<file path="src/logic/fpag_pkg.sv">
// Register map, field positions and constants for the frame pulse and genlock block.
// Assumes one register port with 8-bit addresses and data.
package fpag_pkg;
  // Register offsets
  localparam logic [7:0] ADDR_STATUS   = 8'h01;
  localparam logic [7:0] ADDR_OUTCFG   = 8'h08;
  localparam logic [7:0] ADDR_RATIO_LO = 8'h09;
  localparam logic [7:0] ADDR_ALIGN    = 8'h0a;
  localparam logic [7:0] ADDR_PPL_LO   = 8'h0b;
  localparam logic [7:0] ADDR_PPL_HI   = 8'h0c;
  localparam logic [7:0] ADDR_OLPF_LO  = 8'h0d;
  localparam logic [7:0] ADDR_OLPF_HI  = 8'h0e;
  localparam logic [7:0] ADDR_RLPF_LO  = 8'h0f;
  localparam logic [7:0] ADDR_RLPF_HI  = 8'h10;
  localparam logic [7:0] ADDR_OFS_LO   = 8'h11;
  localparam logic [7:0] ADDR_OFS_HI   = 8'h12;
  // Field positions
  localparam int FLOAT_BIT    = 4;
  localparam int ALIGN_EN_BIT = 7;
  localparam int TRIG_BIT     = 6;
  localparam int CLKSEL_BIT   = 7;
  localparam int RATIO_W      = 12;
  localparam int PPL_W        = 15;
  localparam int LINE_W       = 16;
  localparam int MISS_W       = 8;
  // Values after reset
  localparam logic [7:0] REG_RESET    = 8'h00;
  localparam logic [7:0] STATUS_PAD   = 8'h00;
  // Lock detector last run count, so a run is three comparison periods
  localparam logic [1:0] LOCK_RUN_LAST = 2'h2;
endpackage

</file>
<file path="src/logic/fpag_wrap_counter.sv">
// Wrapping counter from zero to a programmed last value.
// Assumes a single clock and synchronous active-high reset.
`timescale 1ns/100ps
`default_nettype none
module fpag_wrap_counter
  import fpag_pkg::*;
#(
  parameter int W = 16
) (
  // Clock and reset
  input  wire logic         clk,
  input  wire logic         rst,
  // Control
  input  wire logic         clr,
  input  wire logic         step,
  input  wire logic [W-1:0] last,
  // Result
  output logic      [W-1:0] count,
  output logic              wrap
);
  logic [W-1:0] count_ff;

  assign count = count_ff;
  assign wrap  = step && (count_ff == last);

  always_ff @(posedge clk) begin
    if (rst || clr) begin
      count_ff <= '0;
    end else if (wrap) begin
      count_ff <= '0;
    end else if (step) begin
      count_ff <= W'(count_ff + 1'b1);
    end
  end
endmodule
`default_nettype wire

</file>
<file path="src/logic/fpag_lock_filter.sv">
// Lock indication that changes only after a run of agreeing phase comparisons.
// Assumes a one-cycle comparison strobe and a phase error flag valid with it.
`timescale 1ns/100ps
`default_nettype none
module fpag_lock_filter
  import fpag_pkg::*;
(
  // Clock and reset
  input  wire logic clk,
  input  wire logic rst,
  // Phase comparison
  input  wire logic cmp_tick,
  input  wire logic err_high,
  // Result
  output logic      locked
);
  logic       locked_ff;
  logic [1:0] run_ff;
  logic       against;

  assign locked  = locked_ff;
  assign against = (locked_ff == err_high);

  always_ff @(posedge clk) begin
    if (rst) begin
      locked_ff <= 1'b0;
      run_ff    <= 2'h0;
    end else if (cmp_tick) begin
      if (!against) begin
        run_ff <= 2'h0;
      end else if (run_ff == LOCK_RUN_LAST) begin
        locked_ff <= ~locked_ff;
        run_ff    <= 2'h0;
      end else begin
        run_ff <= 2'(run_ff + 2'h1);
      end
    end
  end

  AST_LOCK_RUN: assert property (@(posedge clk) disable iff (rst)
    ((locked_ff != $past(locked_ff)) && !$past(rst))
    |-> $past(cmp_tick && run_ff == LOCK_RUN_LAST))
    else $error("lock state changed without three agreeing comparisons");
endmodule
`default_nettype wire

</file>
<file path="src/logic/fpag_top.sv">
// Frame pulse generation, reference alignment and genlock status flags.
// Assumes pixel and compare strobes are one-cycle pulses synchronous to REF_CLK.
`timescale 1ns/100ps
`default_nettype none
module fpag_top
  import fpag_pkg::*;
(
  // Clock and reset
  input  wire logic             REF_CLK,
  input  wire logic             RST,
  // Register port
  input  wire logic             REG_WR,
  input  wire logic             REG_RD,
  input  wire logic [7:0]       REG_ADDR,
  input  wire logic [7:0]       REG_WDATA,
  output logic      [7:0]       REG_RDATA,
  // Pixel strobes of the two output clocks
  input  wire logic             STD_PIXEL_TICK,
  input  wire logic             HIGH_PIXEL_TICK,
  // Reference detection
  input  wire logic             LINE_COMPARE_TICK,
  input  wire logic             HSYNC_SEEN,
  input  wire logic             HSYNC_MISSED,
  input  wire logic [MISS_W-1:0] LOSS_THRESHOLD,
  input  wire logic             HSYNC_FORMAT_MATCH,
  input  wire logic             DIVIDER_MATCH,
  input  wire logic             VCTRL_IN_RANGE,
  // Lock detection
  input  wire logic             FAST_COMPARE_TICK,
  input  wire logic             BASE_PHASE_ERR_HIGH,
  input  wire logic             FAST_PHASE_ERR_HIGH,
  // Frame pulse and flags
  output logic                  FRAME_PULSE,
  output logic                  FRAME_PULSE_OE,
  output logic                  ALIGN_EVENT,
  output logic                  NO_REF_FLAG,
  output logic                  NO_LOCK_FLAG
);
  logic [7:0]         regs_ff [ADDR_OUTCFG:ADDR_OFS_HI];
  logic [7:0]         rdata_ff;
  logic [7:0]         status;
  logic               float_bit;
  logic               align_en;
  logic               trig_bit;
  logic               clk_sel;
  logic [RATIO_W-1:0] ratio_num;
  logic [PPL_W-1:0]   ppl;
  logic [LINE_W-1:0]  out_lpf;
  logic [LINE_W-1:0]  ref_lpf;
  logic [LINE_W-1:0]  line_ofs;
  logic [LINE_W-1:0]  align_line;
  logic               trig_q_ff;
  logic               trig_rise;
  logic               armed_ff;
  logic               pix_step;
  logic [PPL_W-1:0]   pix_cnt;
  logic               pix_wrap;
  logic [LINE_W-1:0]  line_cnt;
  logic [LINE_W-1:0]  ref_cnt;
  logic               ref_wrap;
  logic [RATIO_W-1:0] ratio_cnt;
  logic [RATIO_W-1:0] ratio_last;
  logic               ref_point;
  logic               align_now;
  logic [MISS_W-1:0]  miss_ff;
  logic               ref_valid;
  logic               base_locked;
  logic               fast_locked;
  logic               pulse_ff;
  logic               oe_ff;
  logic               event_ff;
  logic               no_ref_ff;
  logic               no_lock_ff;

  // Register fields
  assign float_bit  = regs_ff[ADDR_OUTCFG][FLOAT_BIT];
  assign align_en   = regs_ff[ADDR_ALIGN][ALIGN_EN_BIT];
  assign trig_bit   = regs_ff[ADDR_ALIGN][TRIG_BIT];
  assign ratio_num  = {regs_ff[ADDR_ALIGN][3:0], regs_ff[ADDR_RATIO_LO]};
  assign clk_sel    = regs_ff[ADDR_PPL_HI][CLKSEL_BIT];
  assign ppl        = {regs_ff[ADDR_PPL_HI][6:0], regs_ff[ADDR_PPL_LO]};
  assign out_lpf    = {regs_ff[ADDR_OLPF_HI], regs_ff[ADDR_OLPF_LO]};
  assign ref_lpf    = {regs_ff[ADDR_RLPF_HI], regs_ff[ADDR_RLPF_LO]};
  assign line_ofs   = {regs_ff[ADDR_OFS_HI], regs_ff[ADDR_OFS_LO]};
  assign status     = {STATUS_PAD[7:3], fast_locked, base_locked, ref_valid};

  // Register writes
  always_ff @(posedge REF_CLK) begin
    if (RST) begin
      for (int i = ADDR_OUTCFG; i <= ADDR_OFS_HI; i++) begin
        regs_ff[i] <= REG_RESET;
      end
    end else if (REG_WR && REG_ADDR >= ADDR_OUTCFG && REG_ADDR <= ADDR_OFS_HI) begin
      regs_ff[REG_ADDR] <= REG_WDATA;
    end
  end

  // Register reads, unmapped offsets read zero
  always_ff @(posedge REF_CLK) begin
    if (RST) begin
      rdata_ff <= REG_RESET;
    end else if (REG_RD) begin
      if (REG_ADDR == ADDR_STATUS) begin
        rdata_ff <= status;
      end else if (REG_ADDR >= ADDR_OUTCFG && REG_ADDR <= ADDR_OFS_HI) begin
        rdata_ff <= regs_ff[REG_ADDR];
      end else begin
        rdata_ff <= REG_RESET;
      end
    end
  end

  // Pixel strobe selection
  assign pix_step = clk_sel ? HIGH_PIXEL_TICK : STD_PIXEL_TICK;

  // Output frame counters, free running also without reference
  fpag_wrap_counter #(.W(PPL_W)) u_pixel (
    .clk   (REF_CLK),
    .rst   (RST),
    .clr   (align_now),
    .step  (pix_step),
    .last  (PPL_W'(ppl - 1'b1)),
    .count (pix_cnt),
    .wrap  (pix_wrap)
  );

  fpag_wrap_counter #(.W(LINE_W)) u_line (
    .clk   (REF_CLK),
    .rst   (RST),
    .clr   (align_now),
    .step  (pix_wrap),
    .last  (LINE_W'(out_lpf - 1'b1)),
    .count (line_cnt),
    .wrap  ()
  );

  // Reference frame from divided compare lines
  fpag_wrap_counter #(.W(LINE_W)) u_ref (
    .clk   (REF_CLK),
    .rst   (RST),
    .clr   (1'b0),
    .step  (LINE_COMPARE_TICK),
    .last  (LINE_W'(ref_lpf - 1'b1)),
    .count (ref_cnt),
    .wrap  (ref_wrap)
  );

  // Input to output frame ratio
  assign ratio_last = (ratio_num == '0) ? '0 : RATIO_W'(ratio_num - 1'b1);

  fpag_wrap_counter #(.W(RATIO_W)) u_ratio (
    .clk   (REF_CLK),
    .rst   (RST),
    .clr   (trig_rise),
    .step  (ref_wrap),
    .last  (ratio_last),
    .count (ratio_cnt),
    .wrap  ()
  );

  // Offset equal to frame length means the frame start
  assign align_line = (line_ofs == ref_lpf) ? '0 : line_ofs;
  assign ref_point  = LINE_COMPARE_TICK && (ref_cnt == align_line)
                      && (ratio_cnt == '0);

  // Trigger edge in the counter domain
  assign trig_rise = trig_bit && !trig_q_ff;

  always_ff @(posedge REF_CLK) begin
    if (RST) begin
      trig_q_ff <= 1'b0;
    end else begin
      trig_q_ff <= trig_bit;
    end
  end

  // Alignment mode
  always_ff @(posedge REF_CLK) begin
    if (RST || !align_en) begin
      armed_ff <= 1'b0;
    end else if (trig_rise) begin
      armed_ff <= 1'b1;
    end
  end

  // Both counters clear together so delays stay fixed afterwards
  assign align_now = armed_ff && align_en && ref_point;

  // Missing horizontal sync count, vertical sync plays no part
  always_ff @(posedge REF_CLK) begin
    if (RST || HSYNC_SEEN) begin
      miss_ff <= '0;
    end else if (HSYNC_MISSED && miss_ff != '1) begin
      miss_ff <= MISS_W'(miss_ff + 1'b1);
    end
  end

  assign ref_valid = HSYNC_FORMAT_MATCH && DIVIDER_MATCH && VCTRL_IN_RANGE
                     && (miss_ff <= LOSS_THRESHOLD);

  // Lock detectors
  fpag_lock_filter u_base_lock (
    .clk      (REF_CLK),
    .rst      (RST),
    .cmp_tick (LINE_COMPARE_TICK),
    .err_high (BASE_PHASE_ERR_HIGH),
    .locked   (base_locked)
  );

  fpag_lock_filter u_fast_lock (
    .clk      (REF_CLK),
    .rst      (RST),
    .cmp_tick (FAST_COMPARE_TICK),
    .err_high (FAST_PHASE_ERR_HIGH),
    .locked   (fast_locked)
  );

  // Output flops
  always_ff @(posedge REF_CLK) begin
    if (RST) begin
      pulse_ff <= 1'b0;
      oe_ff    <= 1'b0;
      event_ff <= 1'b0;
    end else begin
      pulse_ff <= (line_cnt == '0);
      oe_ff    <= !float_bit;
      event_ff <= align_now;
    end
  end

  always_ff @(posedge REF_CLK) begin
    if (RST) begin
      no_ref_ff  <= 1'b1;
      no_lock_ff <= 1'b1;
    end else begin
      no_ref_ff  <= !ref_valid;
      no_lock_ff <= !(ref_valid && base_locked && fast_locked);
    end
  end

  assign REG_RDATA      = rdata_ff;
  assign FRAME_PULSE    = pulse_ff;
  assign FRAME_PULSE_OE = oe_ff;
  assign ALIGN_EVENT    = event_ff;
  assign NO_REF_FLAG    = no_ref_ff;
  assign NO_LOCK_FLAG   = no_lock_ff;

  // Checks
  AST_NO_REF: assert property (@(posedge REF_CLK) disable iff (RST)
    !HSYNC_FORMAT_MATCH |=> NO_REF_FLAG)
    else $error("no-reference flag low without format match");
  AST_NO_LOCK: assert property (@(posedge REF_CLK) disable iff (RST)
    1'b1 |=> NO_LOCK_FLAG == !($past(ref_valid) && $past(base_locked) && $past(fast_locked)))
    else $error("no-lock flag disagrees with status bits");
  AST_VCTRL: assert property (@(posedge REF_CLK) disable iff (RST)
    !VCTRL_IN_RANGE |-> !ref_valid)
    else $error("reference valid with control voltage near a rail");
  AST_MISS: assert property (@(posedge REF_CLK) disable iff (RST)
    (miss_ff > LOSS_THRESHOLD) |-> !ref_valid ##1 NO_REF_FLAG)
    else $error("reference loss not flagged");
  AST_FLOAT: assert property (@(posedge REF_CLK) disable iff (RST)
    float_bit |=> !FRAME_PULSE_OE)
    else $error("frame pulse driven while float bit set");
  AST_ALIGN: assert property (@(posedge REF_CLK) disable iff (RST)
    align_now |=> pix_cnt == '0 && line_cnt == '0 && ALIGN_EVENT)
    else $error("counters not cleared on alignment");
  AST_ALIGN_LINE: assert property (@(posedge REF_CLK) disable iff (RST)
    align_now |-> ref_cnt == align_line && ratio_cnt == '0)
    else $error("alignment away from the offset line");
  AST_ENABLE: assert property (@(posedge REF_CLK) disable iff (RST)
    !align_en |-> !align_now ##1 !armed_ff)
    else $error("alignment while mode disabled");
  AST_TRIG: assert property (@(posedge REF_CLK) disable iff (RST)
    (trig_bit && !$past(trig_bit) && align_en) |=> armed_ff && ratio_cnt == '0)
    else $error("trigger edge did not arm alignment");
  AST_REF_WRAP: assert property (@(posedge REF_CLK) disable iff (RST)
    ref_wrap |=> ref_cnt == '0)
    else $error("reference frame did not restart");
  AST_SEL: assert property (@(posedge REF_CLK) disable iff (RST)
    (!align_now && !pix_wrap) |=> pix_cnt == PPL_W'($past(pix_cnt)
      + $past(clk_sel ? HIGH_PIXEL_TICK : STD_PIXEL_TICK)))
    else $error("pixel counter did not follow the selected strobe");
  AST_PULSE: assert property (@(posedge REF_CLK) disable iff (RST)
    (line_cnt == '0) |=> FRAME_PULSE)
    else $error("frame pulse missing on first line");
  AST_STATUS: assert property (@(posedge REF_CLK) disable iff (RST)
    (REG_RD && REG_ADDR == ADDR_STATUS) |=> REG_RDATA[2:0] == $past(status[2:0]))
    else $error("status read wrong");

  COV_TRIG: cover property (@(posedge REF_CLK) disable iff (RST) trig_rise && align_en);
  COV_ALIGN: cover property (@(posedge REF_CLK) disable iff (RST) align_now);
  COV_LOSS: cover property (@(posedge REF_CLK) disable iff (RST) !NO_REF_FLAG ##1 NO_REF_FLAG);
  COV_LOCK: cover property (@(posedge REF_CLK) disable iff (RST) !NO_LOCK_FLAG);
endmodule
`default_nettype wire

</file>
<file path="config.mk">
export PLATFORM = sky130hd
export DESIGN_NAME = fpag_top
export DESIGN_NICKNAME = d
export VERILOG_FILES = /design/src/logic/fpag_pkg.sv /design/src/logic/fpag_wrap_counter.sv /design/src/logic/fpag_lock_filter.sv /design/src/logic/fpag_top.sv
export SDC_FILE = /design/constraint.sdc
export NUM_CORES = 1
export LEC_CHECK = 0
export BUFFER_PORTS_ARGS = -buffer_cell sky130_fd_sc_hd__buf_2
export CORE_ASPECT_RATIO = 0.7
export CORE_MARGIN = 2
export CORE_UTILIZATION = 56
export DETAILED_ROUTE_END_ITERATION = 6
export HOLD_SLACK_MARGIN = 0.03
export PLACE_DENSITY = 0.82
export SKIP_CTS_REPAIR_TIMING = 1
export SYNTH_ARGS = -nofsm -noshare
export SYNTH_HDL_FRONTEND = slang
export SYNTH_SLANG_ARGS = --single-unit
</file>
<file path="constraint.sdc">
create_clock -name REF_CLK -period 3.2 [get_ports REF_CLK]
set_input_delay 0.64 -clock REF_CLK [delete_from_list [all_inputs] [get_ports REF_CLK]]
set_output_delay 0.64 -clock REF_CLK [all_outputs]
set_load 0.01 [all_outputs]
</file>
# ---- Word-level counts from Yosys, hierarchy flattened
# Memory sizes are Yosys's and may differ from the RTL's.
# Cells that the tools add are included.
# W data, S select, Z words.
dict set report totals {
  register_bits 88
  memories 1
  ram_bits 88
  out_inout_bits 13
}
dict set report classes {
  order_cmp 3
  n_reduce_logical 37
  add_sub_neg 11
  mux 17
  n_eq_ne 12
  bitwise 2
}
# name words word_bits rd rd_ports_with_merged_regs write_ports line_no
set memory_table {}
lappend memory_table {regs_ff 11 8 12 0 11 fpag_top.sv:39} ;# logic [7:0] regs_ff [ADDR_OUTCFG:ADDR_OFS_HI];
# op count
set ops {}
lappend ops {{$eq A16 B16 Y1} 4}
lappend ops {{$add A16 B1 Y16 const B} 2}
lappend ops {{$sub A16 B1 Y16 const B} 2}
lappend ops {{$logic_not A12 Y1} 2}
lappend ops {{$mux W8} 3}
lappend ops {{$logic_and A1 B1 Y1} 18}
lappend ops {{$logic_not A16 Y1} 1}
lappend ops {{$mux W16} 1}
lappend ops {{$add A15 B1 Y15 const B} 1}
lappend ops {{$eq A15 B15 Y1} 1}
lappend ops {{$sub A15 B1 Y15 const B} 1}
lappend ops {{$add A12 B1 Y12 const B} 1}
lappend ops {{$eq A12 B12 Y1} 1}
lappend ops {{$mux W12} 1}
lappend ops {{$sub A12 B1 Y12 const B} 1}
lappend ops {{$add A8 B1 Y8 const B} 1}
lappend ops {{$eq A8 B1 Y1 const B} 1}
lappend ops {{$ge A8 B4 Y1 const B} 1}
lappend ops {{$le A8 B5 Y1 const B} 1}
lappend ops {{$le A8 B8 Y1} 1}
lappend ops {{$mux W2} 4}
lappend ops {{$ne A8 B8 Y1 const B} 1}
lappend ops {{$reduce_or A2 Y1} 4}
lappend ops {{$reduce_or A8 Y1} 1}
lappend ops {{9 further kinds} 27}

# ---- Depth between registers and ports, before layout
# An unclocked memory read counts as a cell.
dict set report logic_depth {
  ltp_word 9
  depth_mapped 13
  ltp_nobuf 10
}

# ---- By module
# Synthesis repeated with hierarchy kept, for this count alone.
dict set report unflattened {
  cells_unflattened 1083
  hier_area_um2 11696.2
}
# module instances area_per_inst_um2 seq_area_each_um2 cells_each
set by_module_without_submodules {}
lappend by_module_without_submodules {fpag_top 1 7753.7 3853.7 673}
lappend by_module_without_submodules {{fpag_wrap_counter at u_line ...} 2 1032.2 320.3 104}
lappend by_module_without_submodules {{fpag_wrap_counter at u_pixel} 1 887.1 300.3 97}
lappend by_module_without_submodules {{fpag_wrap_counter at u_ratio} 1 703.2 240.2 77}
lappend by_module_without_submodules {fpag_lock_filter 2 143.9 60.1 14}

# ---- Worst setup path after synthesis
# No wires, ideal clock.
dict set report synth_path {
  kind {register to register}
  startpoint {mem regs_ff[11][0]}
  endpoint {reg u_line.count_ff[5], in the netlist u_line.count[5]}
  arrival_time_ns 3.335
  path_slack_ns -0.206
  period_less_slack_ns 3.406
  path_stages_with_launch 12
  path_cell_list {edfxtp_1 -> inv_1 -> ha_1 -> or4b_1 -> buf_2 -> or4_4 -> a21oi_2 -> nand4_1 -> or4_1 -> a211o_1 -> or4_1 -> a21oi_1}
}
# item line_no
set synth_lines {}
lappend synth_lines {{from (decl)} fpag_top.sv:39}
lappend synth_lines {{to (signal assigned)} fpag_wrap_counter.sv:32} ;# count_ff <= W'(count_ff + 1'b1);
lappend synth_lines {{to (decl)} fpag_wrap_counter.sv:21} ;# logic [W-1:0] count_ff;

==> impl_metrics.env <==
export IMPL_r2r_setup_slack_ns=-0.27
export IMPL_violations="negative setup slack"
export IMPL_fin_crit_sh_pct=108
export IMPL_clockRootBuffer="clkbuf_16"
export IMPL_synth_area_leaders="edfxtp_1 (28%), dfxtp_1 (15%), xnor2_1 (5.8%), mux4_2 (5.6%), and2_1 (4.8%)"
export IMPL_holdPathStages=2
export IMPL_instances_no_fill=1641
export IMPL_route_detailed_drc=0
export IMPL_nets=1409
export IMPL_synth_top_area_share_pct=28.0
export IMPL_vias=10300
export IMPL_synthFlopType="edfxtp_1"
export IMPL_dpl_hpwl_microns=24500
export IMPL_path_clk_slew_ns=0.06
export IMPL_grtUsageMet2_pct=42.6
export IMPL_cpPeakStageDelay_ns=0.51
export IMPL_ys_warn_count=0
export IMPL_setup_violations=16
export IMPL_antenna_found_initial=3
export IMPL_rsz0062_at_grt="true"
export IMPL_async_flop_share_pct=0
export IMPL_drive_above_1_share_pct=18.1
export IMPL_drtAntennaViolNets=0
export IMPL_start_kind="flip-flop"
export IMPL_cellLeakagePower_nw=5.07
export IMPL_placementRows=44
export IMPL_synth_cells=1244
export IMPL_crit_cells=11
export IMPL_die_area_sq_um=22800
export IMPL_die_h_microns=127
export IMPL_peakVddDrop_mv=0.471
export IMPL_min_to="u_base_lock.locked"
export IMPL_grt_use_total_pct=29.4
export IMPL_required_ns=3.63
export IMPL_io_pins=52
export IMPL_power_mw=5.89
export IMPL_fin_skew_ns=0.0235
export IMPL_synth_edff_count=113
export IMPL_design_area_sq_um=13900
export IMPL_cp_data_arrival_time_ns=3.90
export IMPL_path_max_fanout=24
export IMPL_synth_area_sq_um=12100
export IMPL_grtUsageMet1_pct=41.0
export IMPL_maxSlewHeadroom_pct=45.8
export IMPL_dpl_cell_area_sq_um=13200
export IMPL_cts_path_max_buffers=3
export IMPL_path_cells="inv_1 -> ha_2 -> or4b_4 -> or4_4 -> a21oi_4 -> nand4_1 -> or4_1 -> a211o_1 -> buf_12 -> or4_1 -> a21oi_2"
export IMPL_worst_pin_slew_ns=0.813
export IMPL_multiInputGateArea_sq_um=6740
export IMPL_cts_htree_levels=1
export IMPL_wire_per_inst_microns=20.7
export IMPL_grt_busiest_layer="met2"
export IMPL_cts_buffers=21
export IMPL_area_delta_synth_final_pct=15.1
export IMPL_power_density_nw_per_um2=423
export IMPL_endpoint_kind="flip-flop"
export IMPL_grt_pass1_vias=9762
export IMPL_start_util_pct=57.7
export IMPL_routed_via_density=6.26
export IMPL_crit_top_cell="or4_1"
export IMPL_synth_most_common_cell="nor2_1"
export IMPL_dieWidth_microns=180
export IMPL_clock_latency_ns=0.51
export IMPL_ys_seq_area_share_pct=42.6
export IMPL_drtPass1Iterations=6
export IMPL_yosysUniqueCellTypes=74
export IMPL_r2r_start="regs_ff[11][0]"
export IMPL_syn_avg_cell_area_sq_um=9.73
export IMPL_drtIter0Drc=1305
export IMPL_cts_sinks=201
export IMPL_place_congestion=0.924
export IMPL_yosys_area_top_type="edfxtp_1"
export IMPL_r2r_end="u_line.count[5]"
export IMPL_finalHoldViolCount=0
export IMPL_status="finished with violations"
export IMPL_period_needed_ns=3.47
export IMPL_drv_cap=0
export IMPL_worstSetupPathType="flip-flop to flip-flop"
export IMPL_use_met3_pct=11.1
export IMPL_synth_common_cells="nor2_1 (137), edfxtp_1 (113), and2_1 (92)"
export IMPL_tritoncts="done"
export IMPL_portBuffers=51
export IMPL_path_buf_inv=2
export IMPL_place_inst=1601
export IMPL_wl_microns=33900
export IMPL_hold_class="input pin to flip-flop"
export IMPL_fill_cells=1614
export IMPL_grt_overflow_total=0
export IMPL_seqCellArea_sq_um=5150
export IMPL_core_area_sq_um=21000
export IMPL_fin_ws_ns=-0.271
export IMPL_slew_violations=0
export IMPL_pre_cts_slack_ns=-0.247
export IMPL_reg2reg_depth=11
export IMPL_crit_family="simple AND/OR/NAND/NOR gates"
export IMPL_grt_max_degree=36
export IMPL_critPathSlowestCell="or4_4"
export IMPL_max_freq_ghz=0.288
export IMPL_grt_pass1_wl_microns=52700
export IMPL_ys_ff_latch=201
export IMPL_hold_start="BASE_PHASE_ERR_HIGH"
-- area by class of cell --
cell class / count / share of cell area, %
multi-input cells: 954 / 48.3
flip-flops and latches: 201 / 37.0
inverters: 40 / 1.08
clock buffers: 27 / 3.93
well taps: 276 / 2.48
repair buffers: 132 / 6.67
clock inverters: 10 / 0.512
diodes: 1 / 0.0180
-- per-stage QoR --
step	util, %	TNS (ns)	hold slack, ns
6_report	66.5	-2.53	0.340
5_1_grt	66.5	-4.66	0.351
4_1_cts	65.8	-3.67	0.333
3_5_place_dp	62.9	-2.67	0.462
3_3_place_gp	62.9	-1.11	0.448
2_1_floorplan	-	-0.765	0.403
-- how the worst max path moves through the flow --
stage                         from                to  slack, ns
floorplan           regs_ff[11][0]   u_line.count[9]       -0.1
CTS                 regs_ff[11][0]  u_line.count[15]      -0.31
global route        regs_ff[11][0]   u_line.count[5]      -0.38
global placement    regs_ff[11][1]   u_line.count[0]      -0.09
detailed placement  regs_ff[11][0]  u_line.count[15]      -0.25
finish              regs_ff[11][0]   u_line.count[5]      -0.27
-- registers in the layout, summed over array words and instances, names as in the netlist, 2 cells and up --
register and cells:
u_line.count 16, REG_RDATA 8, u_pixel.count 15, u_fast_lock.run_ff 2
regs_ff 113, u_ratio.count 12, miss_ff 8, u_ref.count 16
u_base_lock.run_ff 2
-- power breakdown --
group,switching [mW],internal [mW]
sequential,0.107,2.83
combinational,0.377,0.289
clock,1.01,1.29
-- per-layer routing --
metal,vias to the layer above,routed length [microns]
met2,607,14100
met4,2,915
met5,-,13
met1,4893,13900
met3,76,4960
li1,4695,-
-- cell usage in the layout, fill, tap and decap left out, types with 30 or more instances in the layout --
cell type  synthesis  final
nor2_1           137    137
edfxtp_1         113    113
and2_1            92     92
dfxtp_1           88     88
xnor2_1           80     79
buf_4              0     75
xor2_1            61     60
nand2_1           56     56
buf_2              4     51
nand3_1           43     43
inv_1             40     40
a21oi_1           41     34
nand4_1           32     32
mux4_2            30     30
-- cells by family after synthesis --
logic type | synth area share, %
simple gates | 24.6
flops | 42.6
compound gates | 9.34
xor+xnor | 10.2
buf+inv | 3.62
mux | 7.57
fa+ha+maj | 2.07
other cells | 0.0310
Power figures use the tool's default switching activity.
